**src/shared/eph_pkg.sv**
```systemverilog
// eph_pkg: constants for the page-write eeprom host controller
package eph_pkg;
    // ****************************************
    // clock and timing
    // ****************************************
    localparam int CLK_MHZ        = 100;           // system clock rate
    localparam int WP_NS          = 350;           // write strobe low width, slowest grade
    localparam int BLC_MIN_NS     = 950;           // least byte load cycle
    localparam int BLC_MAX_US     = 30;            // byte load window per byte
    localparam int LOAD_IDLE_US   = 100;           // idle time that starts programming
    localparam int WC_MS          = 10;            // write_cycle_time
    localparam int WSTART_NS      = 250;           // write_start_time
    localparam int ACC_NS         = 200;           // read access time
    localparam int WP_CYC     = (WP_NS * CLK_MHZ + 999) / 1000;
    localparam int BLC_MIN_CYC = (BLC_MIN_NS * CLK_MHZ + 999) / 1000;
    localparam int BLC_MAX_CYC = BLC_MAX_US * CLK_MHZ;           // longest: rounds down
    localparam int LOAD_IDLE_CYC = LOAD_IDLE_US * CLK_MHZ;
    localparam int WC_CYC     = WC_MS * 1000 * CLK_MHZ;
    localparam int WSTART_CYC = (WSTART_NS * CLK_MHZ + 999) / 1000;
    localparam int ACC_CYC    = (ACC_NS * CLK_MHZ + 999) / 1000;

    // ****************************************
    // register map (byte addresses)
    // ****************************************
    localparam logic [7:0] OFF_CTRL   = 8'h00;     // bit0 release program reset
    localparam logic [7:0] OFF_ADDR   = 8'h04;     // target word address
    localparam logic [7:0] OFF_WDATA  = 8'h08;     // word to write
    localparam logic [7:0] OFF_CMD    = 8'h0c;     // operation start
    localparam logic [7:0] OFF_STATUS = 8'h10;     // state, w1c refused
    localparam logic [7:0] OFF_RDATA  = 8'h14;     // last word read
    localparam int ST_BUSY = 0;
    localparam int ST_OPEN = 1;
    localparam int ST_PROG = 2;
    localparam int ST_RDY  = 3;
    localparam int ST_REF  = 4;
    localparam int ST_PROT = 5;

    // ****************************************
    // operations and command bytes
    // ****************************************
    localparam logic [2:0] OP_WRITE   = 3'h1;      // plain word load
    localparam logic [2:0] OP_READ    = 3'h2;      // word read
    localparam logic [2:0] OP_PROT_ON = 3'h3;      // enable protection
    localparam logic [2:0] OP_PROT_OFF= 3'h4;      // remove protection
    localparam logic [2:0] OP_PWRITE  = 3'h5;      // write under protection
    localparam logic [16:0] A_5555 = 17'h05555;
    localparam logic [16:0] A_2AAA = 17'h02aaa;
    localparam logic [7:0]  B_AA = 8'haa;
    localparam logic [7:0]  B_55 = 8'h55;
    localparam logic [7:0]  B_A0 = 8'ha0;
    localparam logic [7:0]  B_80 = 8'h80;
    localparam logic [7:0]  B_20 = 8'h20;

    // ****************************************
    // strobe sequencer states
    // ****************************************
    typedef enum logic [4:0] {
        S_IDLE  = 5'b00001,
        S_SETUP = 5'b00010,
        S_LOW   = 5'b00100,
        S_HIGH  = 5'b01000,
        S_READ  = 5'b10000
    } eph_state_t;
endpackage : eph_pkg

```
**src/hw/eph_host.sv**
```systemverilog
// eph_host: apb-controlled host that drives a page-write eeprom
//
// Design decisions made here: the APB register port and the register offsets.
`timescale 1ns/10ps
`default_nettype none
module eph_host #(
    parameter int LOAD_IDLE_CYC = eph_pkg::LOAD_IDLE_CYC, // idle before programming
    parameter int WC_CYC        = eph_pkg::WC_CYC         // write cycle time
) (
    // clock and reset
    input  wire logic        clock,
    input  wire logic        rst_b,
    // apb slave
    input  wire logic        psel,
    input  wire logic        penable,
    input  wire logic        pwrite,
    input  wire logic [7:0]  paddr,
    input  wire logic [31:0] pwdata,
    output logic [31:0]      prdata,
    output logic             pready,
    output logic             pslverr,
    // eeprom pins
    output logic [16:0]      mem_addr,
    input  wire logic [31:0] mem_data_in,
    output logic [31:0]      mem_data_out,
    output logic             mem_data_oe,
    output logic             mem_ce_n,
    output logic             mem_oe_n,
    output logic             mem_we_n,
    output logic             program_reset_n,
    input  wire logic        ready_busy
);
    localparam int CW = 20;                       // width of long counters

    // ****************************************
    // sequence tables
    // ****************************************
    // number of strobes an operation needs
    function automatic logic [2:0] seq_len(input logic [2:0] op);
        case (op)
            eph_pkg::OP_PROT_ON:  seq_len = 3'h3;
            eph_pkg::OP_PROT_OFF: seq_len = 3'h6;
            eph_pkg::OP_PWRITE:   seq_len = 3'h4;
            default:              seq_len = 3'h1;
        endcase
    endfunction : seq_len

    // address of one step; last step of a data write is the user address
    function automatic logic [16:0] step_addr(input logic [2:0] op, input logic [2:0] i,
                                              input logic [16:0] ua);
        if (op == eph_pkg::OP_WRITE || (op == eph_pkg::OP_PWRITE && i == 3'h3)) begin
            step_addr = ua;
        end else if (i == 3'h1 || i == 3'h4) begin
            step_addr = eph_pkg::A_2AAA;
        end else begin
            step_addr = eph_pkg::A_5555;
        end
    endfunction : step_addr

    // data of one step, command bytes copied to all lanes
    function automatic logic [31:0] step_data(input logic [2:0] op, input logic [2:0] i,
                                              input logic [31:0] ud);
        logic [7:0] b;
        b = eph_pkg::B_AA;
        if (i == 3'h1 || i == 3'h4) begin
            b = eph_pkg::B_55;
        end else if (i == 3'h2) begin
            b = (op == eph_pkg::OP_PROT_OFF) ? eph_pkg::B_80 : eph_pkg::B_A0;
        end else if (i == 3'h5) begin
            b = eph_pkg::B_20;
        end
        if (op == eph_pkg::OP_WRITE || (op == eph_pkg::OP_PWRITE && i == 3'h3)) begin
            step_data = ud;
        end else begin
            step_data = {4{b}};
        end
    endfunction : step_data

    // ****************************************
    // state
    // ****************************************
    eph_pkg::eph_state_t st_reg, st_next;         // strobe sequencer
    logic          ctrl_reg, ctrl_next;           // software reset release
    logic [16:0]   addr_reg, addr_next;           // user address
    logic [31:0]   wdata_reg, wdata_next;         // user data
    logic [31:0]   rdata_reg, rdata_next;         // captured read word
    logic [2:0]    op_reg, op_next;               // running operation
    logic [2:0]    idx_reg, idx_next;             // step inside sequence
    logic [CW-1:0] tmr_reg, tmr_next;             // phase timer
    logic [CW-1:0] gap_reg, gap_next;             // time since last fall
    logic [CW-1:0] wc_reg, wc_next;               // time left in write cycle
    logic [CW-1:0] ws_reg, ws_next;               // time since programming began
    logic          open_reg, open_next;           // page load in progress
    logic          prog_reg, prog_next;           // device programming
    logic [9:0]    page_reg, page_next;           // page of open load
    logic          ref_reg, ref_next;             // sticky refused flag
    logic          prot_reg, prot_next;           // believed protection state
    logic [16:0]   ma_reg, ma_next;               // pin address
    logic [31:0]   md_reg, md_next;               // pin data
    logic          moe_reg, moe_next;             // pin data enable
    logic          ce_reg, ce_next;               // chip select, low active
    logic          oe_reg, oe_next;               // output enable, low active
    logic          we_reg, we_next;               // write strobe, low active
    logic          pr_reg, pr_next;               // program reset pin
    logic          wr_acc;                        // apb write access
    logic          bad;                           // start refused
    logic          is_wr;                         // op is a data load

    // ****************************************
    // apb read side
    // ****************************************
    assign pready = 1'b1;                         // zero wait states
    always_comb begin
        prdata  = 32'h0000_0000;
        pslverr = 1'b0;
        case (paddr)
            eph_pkg::OFF_CTRL:   prdata = {31'h0000_0000, ctrl_reg};
            eph_pkg::OFF_ADDR:   prdata = {15'h0000, addr_reg};
            eph_pkg::OFF_WDATA:  prdata = wdata_reg;
            eph_pkg::OFF_CMD:    prdata = {29'h0000_0000, op_reg};
            eph_pkg::OFF_STATUS: prdata = {26'h000_0000, prot_reg, ref_reg, ready_busy,
                                           prog_reg, open_reg, st_reg != eph_pkg::S_IDLE};
            eph_pkg::OFF_RDATA:  prdata = rdata_reg;
            default:             pslverr = psel & penable;
        endcase
    end

    // ****************************************
    // next state
    // ****************************************
    always_comb begin
        st_next = st_reg;   ctrl_next = ctrl_reg;  addr_next = addr_reg;
        wdata_next = wdata_reg; rdata_next = rdata_reg; op_next = op_reg;
        idx_next = idx_reg; tmr_next = tmr_reg;    page_next = page_reg;
        ref_next = ref_reg; prot_next = prot_reg;  ma_next = ma_reg;
        md_next = md_reg;   moe_next = moe_reg;    ce_next = ce_reg;
        oe_next = oe_reg;   we_next = we_reg;      open_next = open_reg;
        prog_next = prog_reg;
        wr_acc = psel & penable & pwrite;
        is_wr = (pwdata[2:0] == eph_pkg::OP_WRITE) || (pwdata[2:0] == eph_pkg::OP_PWRITE);
        // background timers
        gap_next = (gap_reg < CW'(LOAD_IDLE_CYC)) ? gap_reg + 1'b1 : gap_reg;
        wc_next  = (wc_reg != '0) ? wc_reg - 1'b1 : wc_reg;
        ws_next  = (ws_reg < CW'(eph_pkg::WSTART_CYC)) ? ws_reg + 1'b1 : ws_reg;
        // idle strobes after the last byte: device starts programming
        if (open_reg && gap_reg >= CW'(LOAD_IDLE_CYC) && st_reg == eph_pkg::S_IDLE) begin
            open_next = 1'b0;
            prog_next = 1'b1;
            ws_next   = '0;
        end
        // programming ends on ready after write start time, or cycle time out
        if (prog_reg && ((ready_busy && ws_reg >= CW'(eph_pkg::WSTART_CYC))
                         || wc_reg == '0)) begin
            prog_next = 1'b0;
        end
        // refusal checks for a command start
        bad = !pr_reg || prog_reg || st_reg != eph_pkg::S_IDLE
              || pwdata[2:0] == 3'h0 || pwdata[2:0] > eph_pkg::OP_PWRITE;
        if (open_reg && pwdata[2:0] != eph_pkg::OP_READ
            && (gap_reg > CW'(eph_pkg::BLC_MAX_CYC)
                || (is_wr && addr_reg[16:7] != page_reg))) begin
            bad = 1'b1;
        end
        if (open_reg && pwdata[2:0] == eph_pkg::OP_READ) begin
            bad = 1'b1;                           // a read would break the page load
        end
        // register writes
        if (wr_acc) begin
            case (paddr)
                eph_pkg::OFF_CTRL:   ctrl_next = pwdata[0];
                eph_pkg::OFF_ADDR:   addr_next = pwdata[16:0];
                eph_pkg::OFF_WDATA:  wdata_next = pwdata;
                eph_pkg::OFF_STATUS: ref_next = ref_reg & ~pwdata[eph_pkg::ST_REF];
                eph_pkg::OFF_CMD: begin
                    if (bad) begin
                        ref_next = 1'b1;
                    end else begin
                        op_next  = pwdata[2:0];
                        idx_next = 3'h0;
                        st_next  = eph_pkg::S_SETUP;
                    end
                end
                default: ;
            endcase
        end
        // strobe sequencer
        case (st_reg)
            eph_pkg::S_IDLE: begin
                ce_next = 1'b1; we_next = 1'b1; oe_next = 1'b1; moe_next = 1'b0;
                tmr_next = '0;
            end
            eph_pkg::S_SETUP: begin
                // address and data stable before the strobe falls
                ce_next = 1'b0;
                if (op_reg == eph_pkg::OP_READ) begin
                    ma_next  = addr_reg;
                    oe_next  = 1'b0;
                    tmr_next = '0;
                    st_next  = eph_pkg::S_READ;
                end else begin
                    ma_next  = step_addr(op_reg, idx_reg, addr_reg);
                    md_next  = step_data(op_reg, idx_reg, wdata_reg);
                    moe_next = 1'b1;
                    oe_next  = 1'b1;
                    tmr_next = '0;
                    st_next  = eph_pkg::S_LOW;
                end
            end
            eph_pkg::S_LOW: begin
                // strobe low far longer than a glitch; address latched at fall
                we_next  = 1'b0;
                tmr_next = tmr_reg + 1'b1;
                if (tmr_reg == '0) begin
                    gap_next  = '0;
                    open_next = 1'b1;
                    if (!open_reg) begin
                        page_next = ma_reg[16:7];
                    end
                end
                if (tmr_reg >= CW'(eph_pkg::WP_CYC)) begin
                    we_next  = 1'b1;              // data latched on this rise
                    wc_next  = CW'(WC_CYC);
                    tmr_next = '0;
                    st_next  = eph_pkg::S_HIGH;
                end
            end
            eph_pkg::S_HIGH: begin
                // hold data past the rise, then space the next byte
                tmr_next = tmr_reg + 1'b1;
                if (tmr_reg >= CW'(eph_pkg::BLC_MIN_CYC)) begin
                    tmr_next = '0;
                    if (idx_reg == seq_len(op_reg) - 3'h1) begin
                        st_next = eph_pkg::S_IDLE;
                        if (op_reg == eph_pkg::OP_PROT_ON || op_reg == eph_pkg::OP_PWRITE) begin
                            prot_next = 1'b1;
                        end else if (op_reg == eph_pkg::OP_PROT_OFF) begin
                            prot_next = 1'b0;
                        end
                    end else begin
                        idx_next = idx_reg + 3'h1;
                        st_next  = eph_pkg::S_SETUP;
                    end
                end
            end
            eph_pkg::S_READ: begin
                // wait access time then capture the word
                tmr_next = tmr_reg + 1'b1;
                if (tmr_reg >= CW'(eph_pkg::ACC_CYC)) begin
                    rdata_next = mem_data_in;
                    st_next    = eph_pkg::S_IDLE;
                end
            end
            default: st_next = eph_pkg::S_IDLE;
        endcase
        // reset pin follows software but never drops inside a write cycle
        pr_next = ctrl_next | (wc_reg != '0);
    end

    // ****************************************
    // registers
    // ****************************************
    always_ff @(posedge clock or negedge rst_b) begin
        if (!rst_b) begin
            st_reg <= eph_pkg::S_IDLE; ctrl_reg <= 1'b0; addr_reg <= '0;
            wdata_reg <= '0; rdata_reg <= '0; op_reg <= '0; idx_reg <= '0;
            tmr_reg <= '0; gap_reg <= '0; wc_reg <= '0; ws_reg <= '0;
            open_reg <= 1'b0; prog_reg <= 1'b0; page_reg <= '0; ref_reg <= 1'b0;
            prot_reg <= 1'b0;
            ma_reg <= '0; md_reg <= '0; moe_reg <= 1'b0;
            ce_reg <= 1'b1; oe_reg <= 1'b1; we_reg <= 1'b1;
            pr_reg <= 1'b0;
        end else begin
            st_reg <= st_next; ctrl_reg <= ctrl_next; addr_reg <= addr_next;
            wdata_reg <= wdata_next; rdata_reg <= rdata_next; op_reg <= op_next;
            idx_reg <= idx_next; tmr_reg <= tmr_next; gap_reg <= gap_next;
            wc_reg <= wc_next; ws_reg <= ws_next; open_reg <= open_next;
            prog_reg <= prog_next; page_reg <= page_next; ref_reg <= ref_next;
            prot_reg <= prot_next; ma_reg <= ma_next; md_reg <= md_next;
            moe_reg <= moe_next; ce_reg <= ce_next; oe_reg <= oe_next;
            we_reg <= we_next; pr_reg <= pr_next;
        end
    end

    // pins straight from flops
    assign mem_addr        = ma_reg;
    assign mem_data_out    = md_reg;
    assign mem_data_oe     = moe_reg;
    assign mem_ce_n        = ce_reg;
    assign mem_oe_n        = oe_reg;
    assign mem_we_n        = we_reg;
    assign program_reset_n = pr_reg;
endmodule : eph_host
`default_nettype wire

```
**config.mk**
```make
export PLATFORM = sky130hd
export DESIGN_NAME = eph_host
export DESIGN_NICKNAME = d
export VERILOG_FILES = /design/src/shared/eph_pkg.sv /design/src/hw/eph_host.sv
export SDC_FILE = /design/constraint.sdc
export NUM_CORES = 1
export LEC_CHECK = 0
export ABC_AREA = 1
export BUFFER_PORTS_ARGS = -buffer_cell sky130_fd_sc_hd__buf_2
export CAP_MARGIN = 10
export CORE_MARGIN = 3
export CORE_UTILIZATION = 30
export CTS_BUF_LIST = sky130_fd_sc_hd__clkbuf_2
export DETAILED_ROUTE_END_ITERATION = 10
export GPL_TIMING_DRIVEN = 0
export RECOVER_POWER = 50
export SLEW_MARGIN = 5
export SYNTH_ARGS = -nofsm -noshare
export SYNTH_HDL_FRONTEND = slang
export SYNTH_SLANG_ARGS = --single-unit
```
**constraint.sdc**
```tcl
create_clock -name clock -period 2.2 [get_ports clock]
set_clock_uncertainty 0.05 [all_clocks]
set_input_delay 0.22 -clock clock [delete_from_list [all_inputs] [get_ports clock]]
set_output_delay 0.22 -clock clock [all_outputs]
set_load 0.1 [all_outputs]
```
==> impl_metrics.yaml, run 1 <==
critical_path:
  rr_startpoint: "st_reg[1]"
  r2r_slack_ns: -0.04
  ff2ff_path_depth: 8
  path_max_fanout: 2
  critical_path_required_ns: 1.93
  critPathArrivalTime_ns: 2.05
  worst_setup_path_start_kind: "flip-flop"
  rr_endpoint: "rdata_reg[14]"
  endpoint_kind: "primary output"
  crit_type: "reg -> out"
synthesis:
  syn_avg_cell_area_um2: 8.29
  ys_ff_latch: 241
  synth_cell_types: 55
  synthCells: 1440
  synth_top_family_by_area: "simple AND/OR/NAND/NOR gates"
  synthXorXnorAreaFrac_pct: 1.76
  yosys.area.top_type: "dfrtp_1"
  synth_compound_area_share_pct: 11.9
  async_flop_share_pct: 100
  synthFlopType: "dfrtp_1"
  synthSimpleGateAreaFrac_pct: 24.4
  syn_nets: 1533
  synth-adder-area-share_pct: 1.57
  yosysSeqAreaShare_pct: 50.6
  synthMuxAreaShare_pct: 1.97
  synth_top_area_share_pct: 49.7
  ys_top_cells_by_area: "dfrtp_1, nand2_1, inv_1"
  ys.warnings.count: 0
  syn_area_um2: 11900
  synth_edf_count: 0
cts:
  clockBufferDepth: 3
  root_buffer: "clkbuf_2"
  cts_buffers: 67
  cts.sinks: 241
  cts_tree: "built"
  cts_max_level: 3
  path_clk_slew_ns: 0.10
  clock_latency_ns: 0.84
timing:
  hold_violations: 0
  slew_viol_final: 0
  worst_slack_ns: -0.120
  rsz0062_at_grt: "yes"
  tns_ns: -0.288
  slew_headroom_pct: 12.5
  period_minus_slack_ns: 2.32
  timing.fmax_ghz: 0.431
  setup_viol: 6
  finalCritPeriodShare_pct: 105
  tightest_slew_ns: 1.31
floorplan:
  die_height_um: 205
  core_area_um2: 39000
  die_w_um: 205
  ios: 166
  die_area_um2: 42200
  start_util_pct: 30.6
  std_cell_rows: 72
drt:
  via_count: 11200
  drt_iter0_drc: 792
  wirelength_um: 38400
  routedWlPerCell_um: 16.4
  drc: 0
  drt_pass1_iterations: 5
  via_per_inst: 4.79
  antenna_left: 0
power:
  ir_worst_vdd_v: 0.000237
  intPower_uw: 6020
  clkPwrFrac_pct: 39.2
  p_leak_uw: 0.00787
  seqPwrFrac_pct: 53.4
  power_uw: 8390
  switchingPower_uw: 2370
  p_per_area_nw_per_um2: 551
  swShare_pct: 28.2
  power.share.combinational_pct: 7.4
cells_and_area:
  area_growth_pct: 27.5
  nets: 1864
  drive_gt1_share_pct: 22.6
  fill_cells: 3967
grt:
  grt_pass1_vias: 11100
  grt_max_degree: 113
  grtUsageTotal_pct: 17.8
  antenna_found_initial: 1
  grt.overflow.total: 0
  grt_pass1_wl_um: 59200
worst_hold_path:
  hold_depth: 3
  min_path_type: "in -> reg"
  hold_start: "pwdata[24]"
  min_to: "wdata_reg[24]"
place:
  place_congestion: 0.905
  dp_hpwl_um: 27600
  dp_slack_ns: -0.615
  io_buffers: 164
flow_run:
  maxCapViolCount: 0
status:
  violations: "negative setup slack"
  status: "finished, violations left"
critical path: stages (launching register included):
cell and delay (ns):
dfstp_2 0.55, nand4_1 0.15, inv_2 0.11, o21ai_2 0.05, nor2_1 0.09, o211ai_1 0.10
buf_6 0.20
what timing repair did:
item / in CTS / in global routing
endpoints found under the hold margin: 223 / 1
setup endpoints to repair: 47 / 105
setup buffers: 18 / 4
gates resized for setup: 47 / 67
pin swaps: 9 / 10
hold buffers: 74 / 1
power groups by stage:
stage | Combinational (µW) | Sequential (µW) | Clock (µW)
floorplan | 183 | 4570 | 0
global placement | 443 | 4580 | 0
detailed placement | 459 | 4580 | 0
CTS | 621 | 4480 | 3420
global route | 674 | 4480 | 3660
finish | 620 | 4480 | 3290
per-layer routing:
| layer | global-route usage [%] | wire length (µm) |
|---|---|---|
| met4 | 6.98 | 1230 |
| met5 | 0 | 0 |
| met2 | 30.0 | 18600 |
| met1 | 22.8 | 16400 |
| met3 | 2.88 | 2180 |
worst max-delay path by stage:
stage	end	from	depth (start not counted)	slack, ns
global placement	wc_reg[6]	rst_b	1	-3.55
detailed placement	prdata[1]	paddr[5]	10	-0.62
finish	prdata[0]	st_reg[0]	6	-0.12
floorplan	prdata[10]	paddr[1]	7	-0.59
global route	prdata[0]	st_reg[2]	7	-0.26
CTS	prdata[0]	st_reg[2]	7	-0.17
cell usage after synthesis, types with 21 or more instances:
cell     instances
buf_2           21
nor3_1          29
nand4_1         22
o21ai_0        104
nand2_1        354
dfrtp_1        237
xor2_1          21
o21ai_1         30
nand3_1         95
a21oi_1         49
inv_1          172
nor2_1         133
through the flow:
| step | hold WS, ns | area (µm²) | utilization, % | instances |
|---|---|---|---|---|
| after floorplan | -0.126 | 12000 | - | 1440 |
| after global placement | 0.404 | 13400 | 34.4 | 2122 |
| after detailed placement | 0.0272 | 13500 | 34.6 | 2124 |
| after CTS | 0.00366 | 15100 | 38.7 | 2333 |
| after global routing | 0.0731 | 15200 | 39.0 | 2338 |
| final | 0.0953 | 15200 | 39.0 | 2338 |
cell usage in the layout, fill, tap and decap left out, types with 9 or more instances in the layout:
master,Yosys,layout
xor2_1,21,21
buf_6,2,18
buf_4,7,38
o21ai_0,104,111
clkbuf_2,0,100
mux2_1,0,13
o21ai_1,30,21
buf_2,21,154
dlygate4sd3_1,0,73
inv_2,10,17
a22o_1,9,9
nor3_1,29,27
nand3_1,95,91
nor2_2,5,9
nand4_1,22,22
a21oi_1,49,47
clkinv_1,1,10
ha_1,15,14
dfrtp_1,237,235
nand2_1,354,352
nor2_1,133,129
clkbuf_1,13,14
inv_1,172,160
o211ai_1,14,14
cells by family (layout without fill, tap and decap cells):
family / after synthesis / after routing
AND/OR/NAND/NOR: 671 / 671
buffers and inverters: 229 / 608
AO/OA/AOI/OAI: 243 / 243
XOR/XNOR: 24 / 24
other: 1 / 2
multiplexers: 16 / 16
flip-flops: 241 / 241
adder cells (fa/ha/maj): 15 / 15
final cells by class:
class,instances,area [µm²],area share (%)
Clock inverter,17,109,0.716
Antenna cell,1,2.50,0.0164
Buffer,46,258,1.69
Inverter,183,704,4.63
Tap cell,518,648,4.26
Timing Repair Buffer,262,1910,12.6
Multi-Input combinational cell,970,5040,33.1
Clock buffer,100,500,3.29
Sequential cell,241,6040,39.7
Power figures use the tool's default switching activity.
==> inputs of run 2 (changes only) <==
--- a/config.mk
+++ b/config.mk
@@ -5,7 +5,6 @@
 export SDC_FILE = /design/constraint.sdc
 export NUM_CORES = 1
 export LEC_CHECK = 0
-export ABC_AREA = 1
 export BUFFER_PORTS_ARGS = -buffer_cell sky130_fd_sc_hd__buf_2
 export CAP_MARGIN = 10
 export CORE_MARGIN = 3
==> impl_metrics.yaml, run 2 <==
status:
  status: "finished, violations left"
  violations: "negative setup slack"
synthesis:
  synthXorXnorAreaFrac_pct: 2.21
  syn_nets: 1168
  async_flop_share_pct: 100
  synth-adder-area-share_pct: 1.64
  ys.warnings.count: 0
  synth_top_family_by_area: "simple AND/OR/NAND/NOR gates"
  synthCells: 1075
  yosys.area.top_type: "dfrtp_1"
  ys_top_cells_by_area: "dfrtp_1, mux2_2, nand2_1"
  synth_compound_area_share_pct: 13.9
  synth_common_cells: "dfrtp_1, nand2_1, mux2_2"
  synthSimpleGateAreaFrac_pct: 17.0
  synthFlopType: "dfrtp_1"
  syn_avg_cell_area_um2: 10.7
  synth_cell_types: 74
  synth_top_area_share_pct: 51.7
  synth.most_common_cell: "dfrtp_1"
  synthMuxAreaShare_pct: 9.41
  syn_area_um2: 11500
  yosysSeqAreaShare_pct: 52.6
  ys_ff_latch: 241
  synth_edf_count: 0
worst_hold_path:
  min_to: "wdata_reg[17]"
  hold_depth: 3
  hold_start: "pwdata[17]"
  min_path_type: "in -> reg"
power:
  p_per_area_nw_per_um2: 500
  intPower_uw: 6040
  p_leak_uw: 0.00768
  switchingPower_uw: 2180
  seqPwrFrac_pct: 54.2
  power_uw: 8210
  power.share.combinational_pct: 4.4
  clkPwrFrac_pct: 41.4
  swShare_pct: 26.5
  ir_worst_vdd_v: 0.000307
drt:
  routedWlPerCell_um: 18.6
  drc: 0
  via_count: 10400
  via_per_inst: 5.11
  wirelength_um: 38000
  drt_iter0_drc: 902
  drt_pass1_iterations: 5
  antenna_left: 0
critical_path:
  crit_start: "st_reg[3]"
  path_max_fanout: 2
  ff2ff_path_depth: 7
  endpoint_kind: "primary output"
  critical_path_required_ns: 1.93
  rr_endpoint: "rdata_reg[21]"
  critPathArrivalTime_ns: 2.56
  crit_type: "reg -> out"
  worst_setup_path_start_kind: "flip-flop"
  r2r_slack_ns: -0.18
  rr_startpoint: "tmr_reg[14]"
cts:
  path_clk_slew_ns: 0.11
  clock_latency_ns: 0.85
  root_buffer: "clkbuf_2"
  cts.sinks: 241
  clockBufferDepth: 3
  cts_buffers: 68
  cts_tree: "built"
  cts_max_level: 3
cells_and_area:
  fill_cells: 3481
  area_growth_pct: 43.3
  mostFrequentLayoutCells: "dfrtp_1, buf_2, nand2_1, clkbuf_2, buf_4"
  drive_gt1_share_pct: 43.2
  final_common_cell: "dfrtp_1"
  nets: 1579
  multi_input_area_um2: 5780
  seq_area_um2: 6060
floorplan:
  core_area_um2: 37100
  start_util_pct: 30.9
  ios: 166
  std_cell_rows: 70
  die_area_um2: 40600
  die_height_um: 202
  die_w_um: 202
place:
  dp_slack_ns: -1.17
  place_congestion: 0.864
  dp_hpwl_um: 23800
  io_buffers: 164
grt:
  grt_max_degree: 114
  antenna_found_initial: 1
  grt_pass1_wl_um: 58500
  grt.overflow.total: 0
  grt_pass1_vias: 10500
  grtUsageTotal_pct: 17.8
timing:
  tns_ns: -7.49
  rsz0062_at_grt: "yes"
  tightest_slew_ns: 1.47
  worst_slack_ns: -0.627
  setup_viol: 97
  period_minus_slack_ns: 2.83
  timing.fmax_ghz: 0.354
  slew_viol_final: 0
  hold_violations: 0
  finalCritPeriodShare_pct: 128
  slew_headroom_pct: 1.85
flow_run:
  maxCapViolCount: 0
run 2: changes by cell type in the layout (fill, tap and decap cells not counted), moves of 21 or more:
cell     delta
nor2_1     -62
buf_4      +53
buf_6      +21
nand3_1    -58
nand2_1   -258
inv_1     -141
o21ai_0    -62
mux2_2     +87
and2_1     +26
run 2: kinds of logic (layout without fill, tap and decap cells):
| group | after synthesis | count (layout) |
|---|---|---|
| AO/OA/AOI/OAI | 232 | 232 |
| XOR/XNOR | 29 | 29 |
| adder cells (fa/ha/maj) | 15 | 15 |
| buffers and inverters | 86 | 541 |
| flip-flops | 241 | 241 |
| multiplexers | 96 | 96 |
| other | 1 | 2 |
| AND/OR/NAND/NOR | 375 | 376 |
run 2: worst max-delay path by stage:
stage / slack [ns] / cells past startpoint / end
2_1_floorplan: -0.10 / 4 / program_reset_n
3_3_place_gp: -3.56 / 1 / rdata_reg[29]
3_5_place_dp: -1.17 / 8 / prdata[1]
4_1_cts: -0.71 / 6 / prdata[0]
5_1_grt: -0.80 / 6 / prdata[0]
6_report: -0.63 / 6 / prdata[0]
run 2: power groups by stage:
stage                     clock network, µW  logic, µW  registers (µW)
after floorplan                           0       48.0            4540
after global placement                    0        239            4540
after detailed placement                  0        256            4540
after CTS                              3520        366            4460
after global routing                   3780        394            4460
final                                  3400        359            4460
run 2: worst max-delay path: stages, from the launching register on:
cell and delay [ns]:
dfrtp_2 0.44, or3_4 0.39, nor3b_4 0.26, a21oi_1 0.10, a32oi_1 0.24, nand2_2 0.10
buf_12 0.18
run 2: final cells by class:
type / instances / area share [%]
tap: 504 / 3.84
timing repair buffer: 352 / 17.5
clock inverter: 29 / 1.23
multi-input combinational: 749 / 35.2
antenna: 1 / 0.0152
sequential: 241 / 36.9
inverter: 31 / 0.708
clock buffer: 86 / 2.62
buffer: 43 / 1.99
run 2: stage by stage:
| step | std cells | utilization, % | hold slack, ns | instance area, µm² |
|---|---|---|---|---|
| after floorplan | 1075 | - | -0.126 | 11600 |
| after global placement | 1743 | 35.1 | 0.403 | 13000 |
| after detailed placement | 1745 | 35.3 | 0.0316 | 13100 |
| after CTS | 2000 | 42.4 | 0.00444 | 15800 |
| after global routing | 2036 | 44.3 | 0.0134 | 16400 |
| final | 2036 | 44.3 | 0.116 | 16400 |
run 2: per-layer routing:
layer	vias up	global-route usage, %	wire length (µm)
li1	4794	-	-
met1	5146	21.9	15400
met2	410	31.3	19000
met3	57	3.87	2570
met4	0	5.51	976
met5	-	0	0
run 2: timing repair:
| item | 4_1_cts | 5_1_grt |
|---|---|---|
| gates cloned | 4 | 5 |
| pin swaps | 61 | 62 |
| endpoints found under the hold margin | 330 | 0 |
| resized for setup | 212 | 114 |
| setup buffers | 68 | 44 |
| hold buffers | 75 | 0 |
| setup endpoints to repair | 213 | 189 |
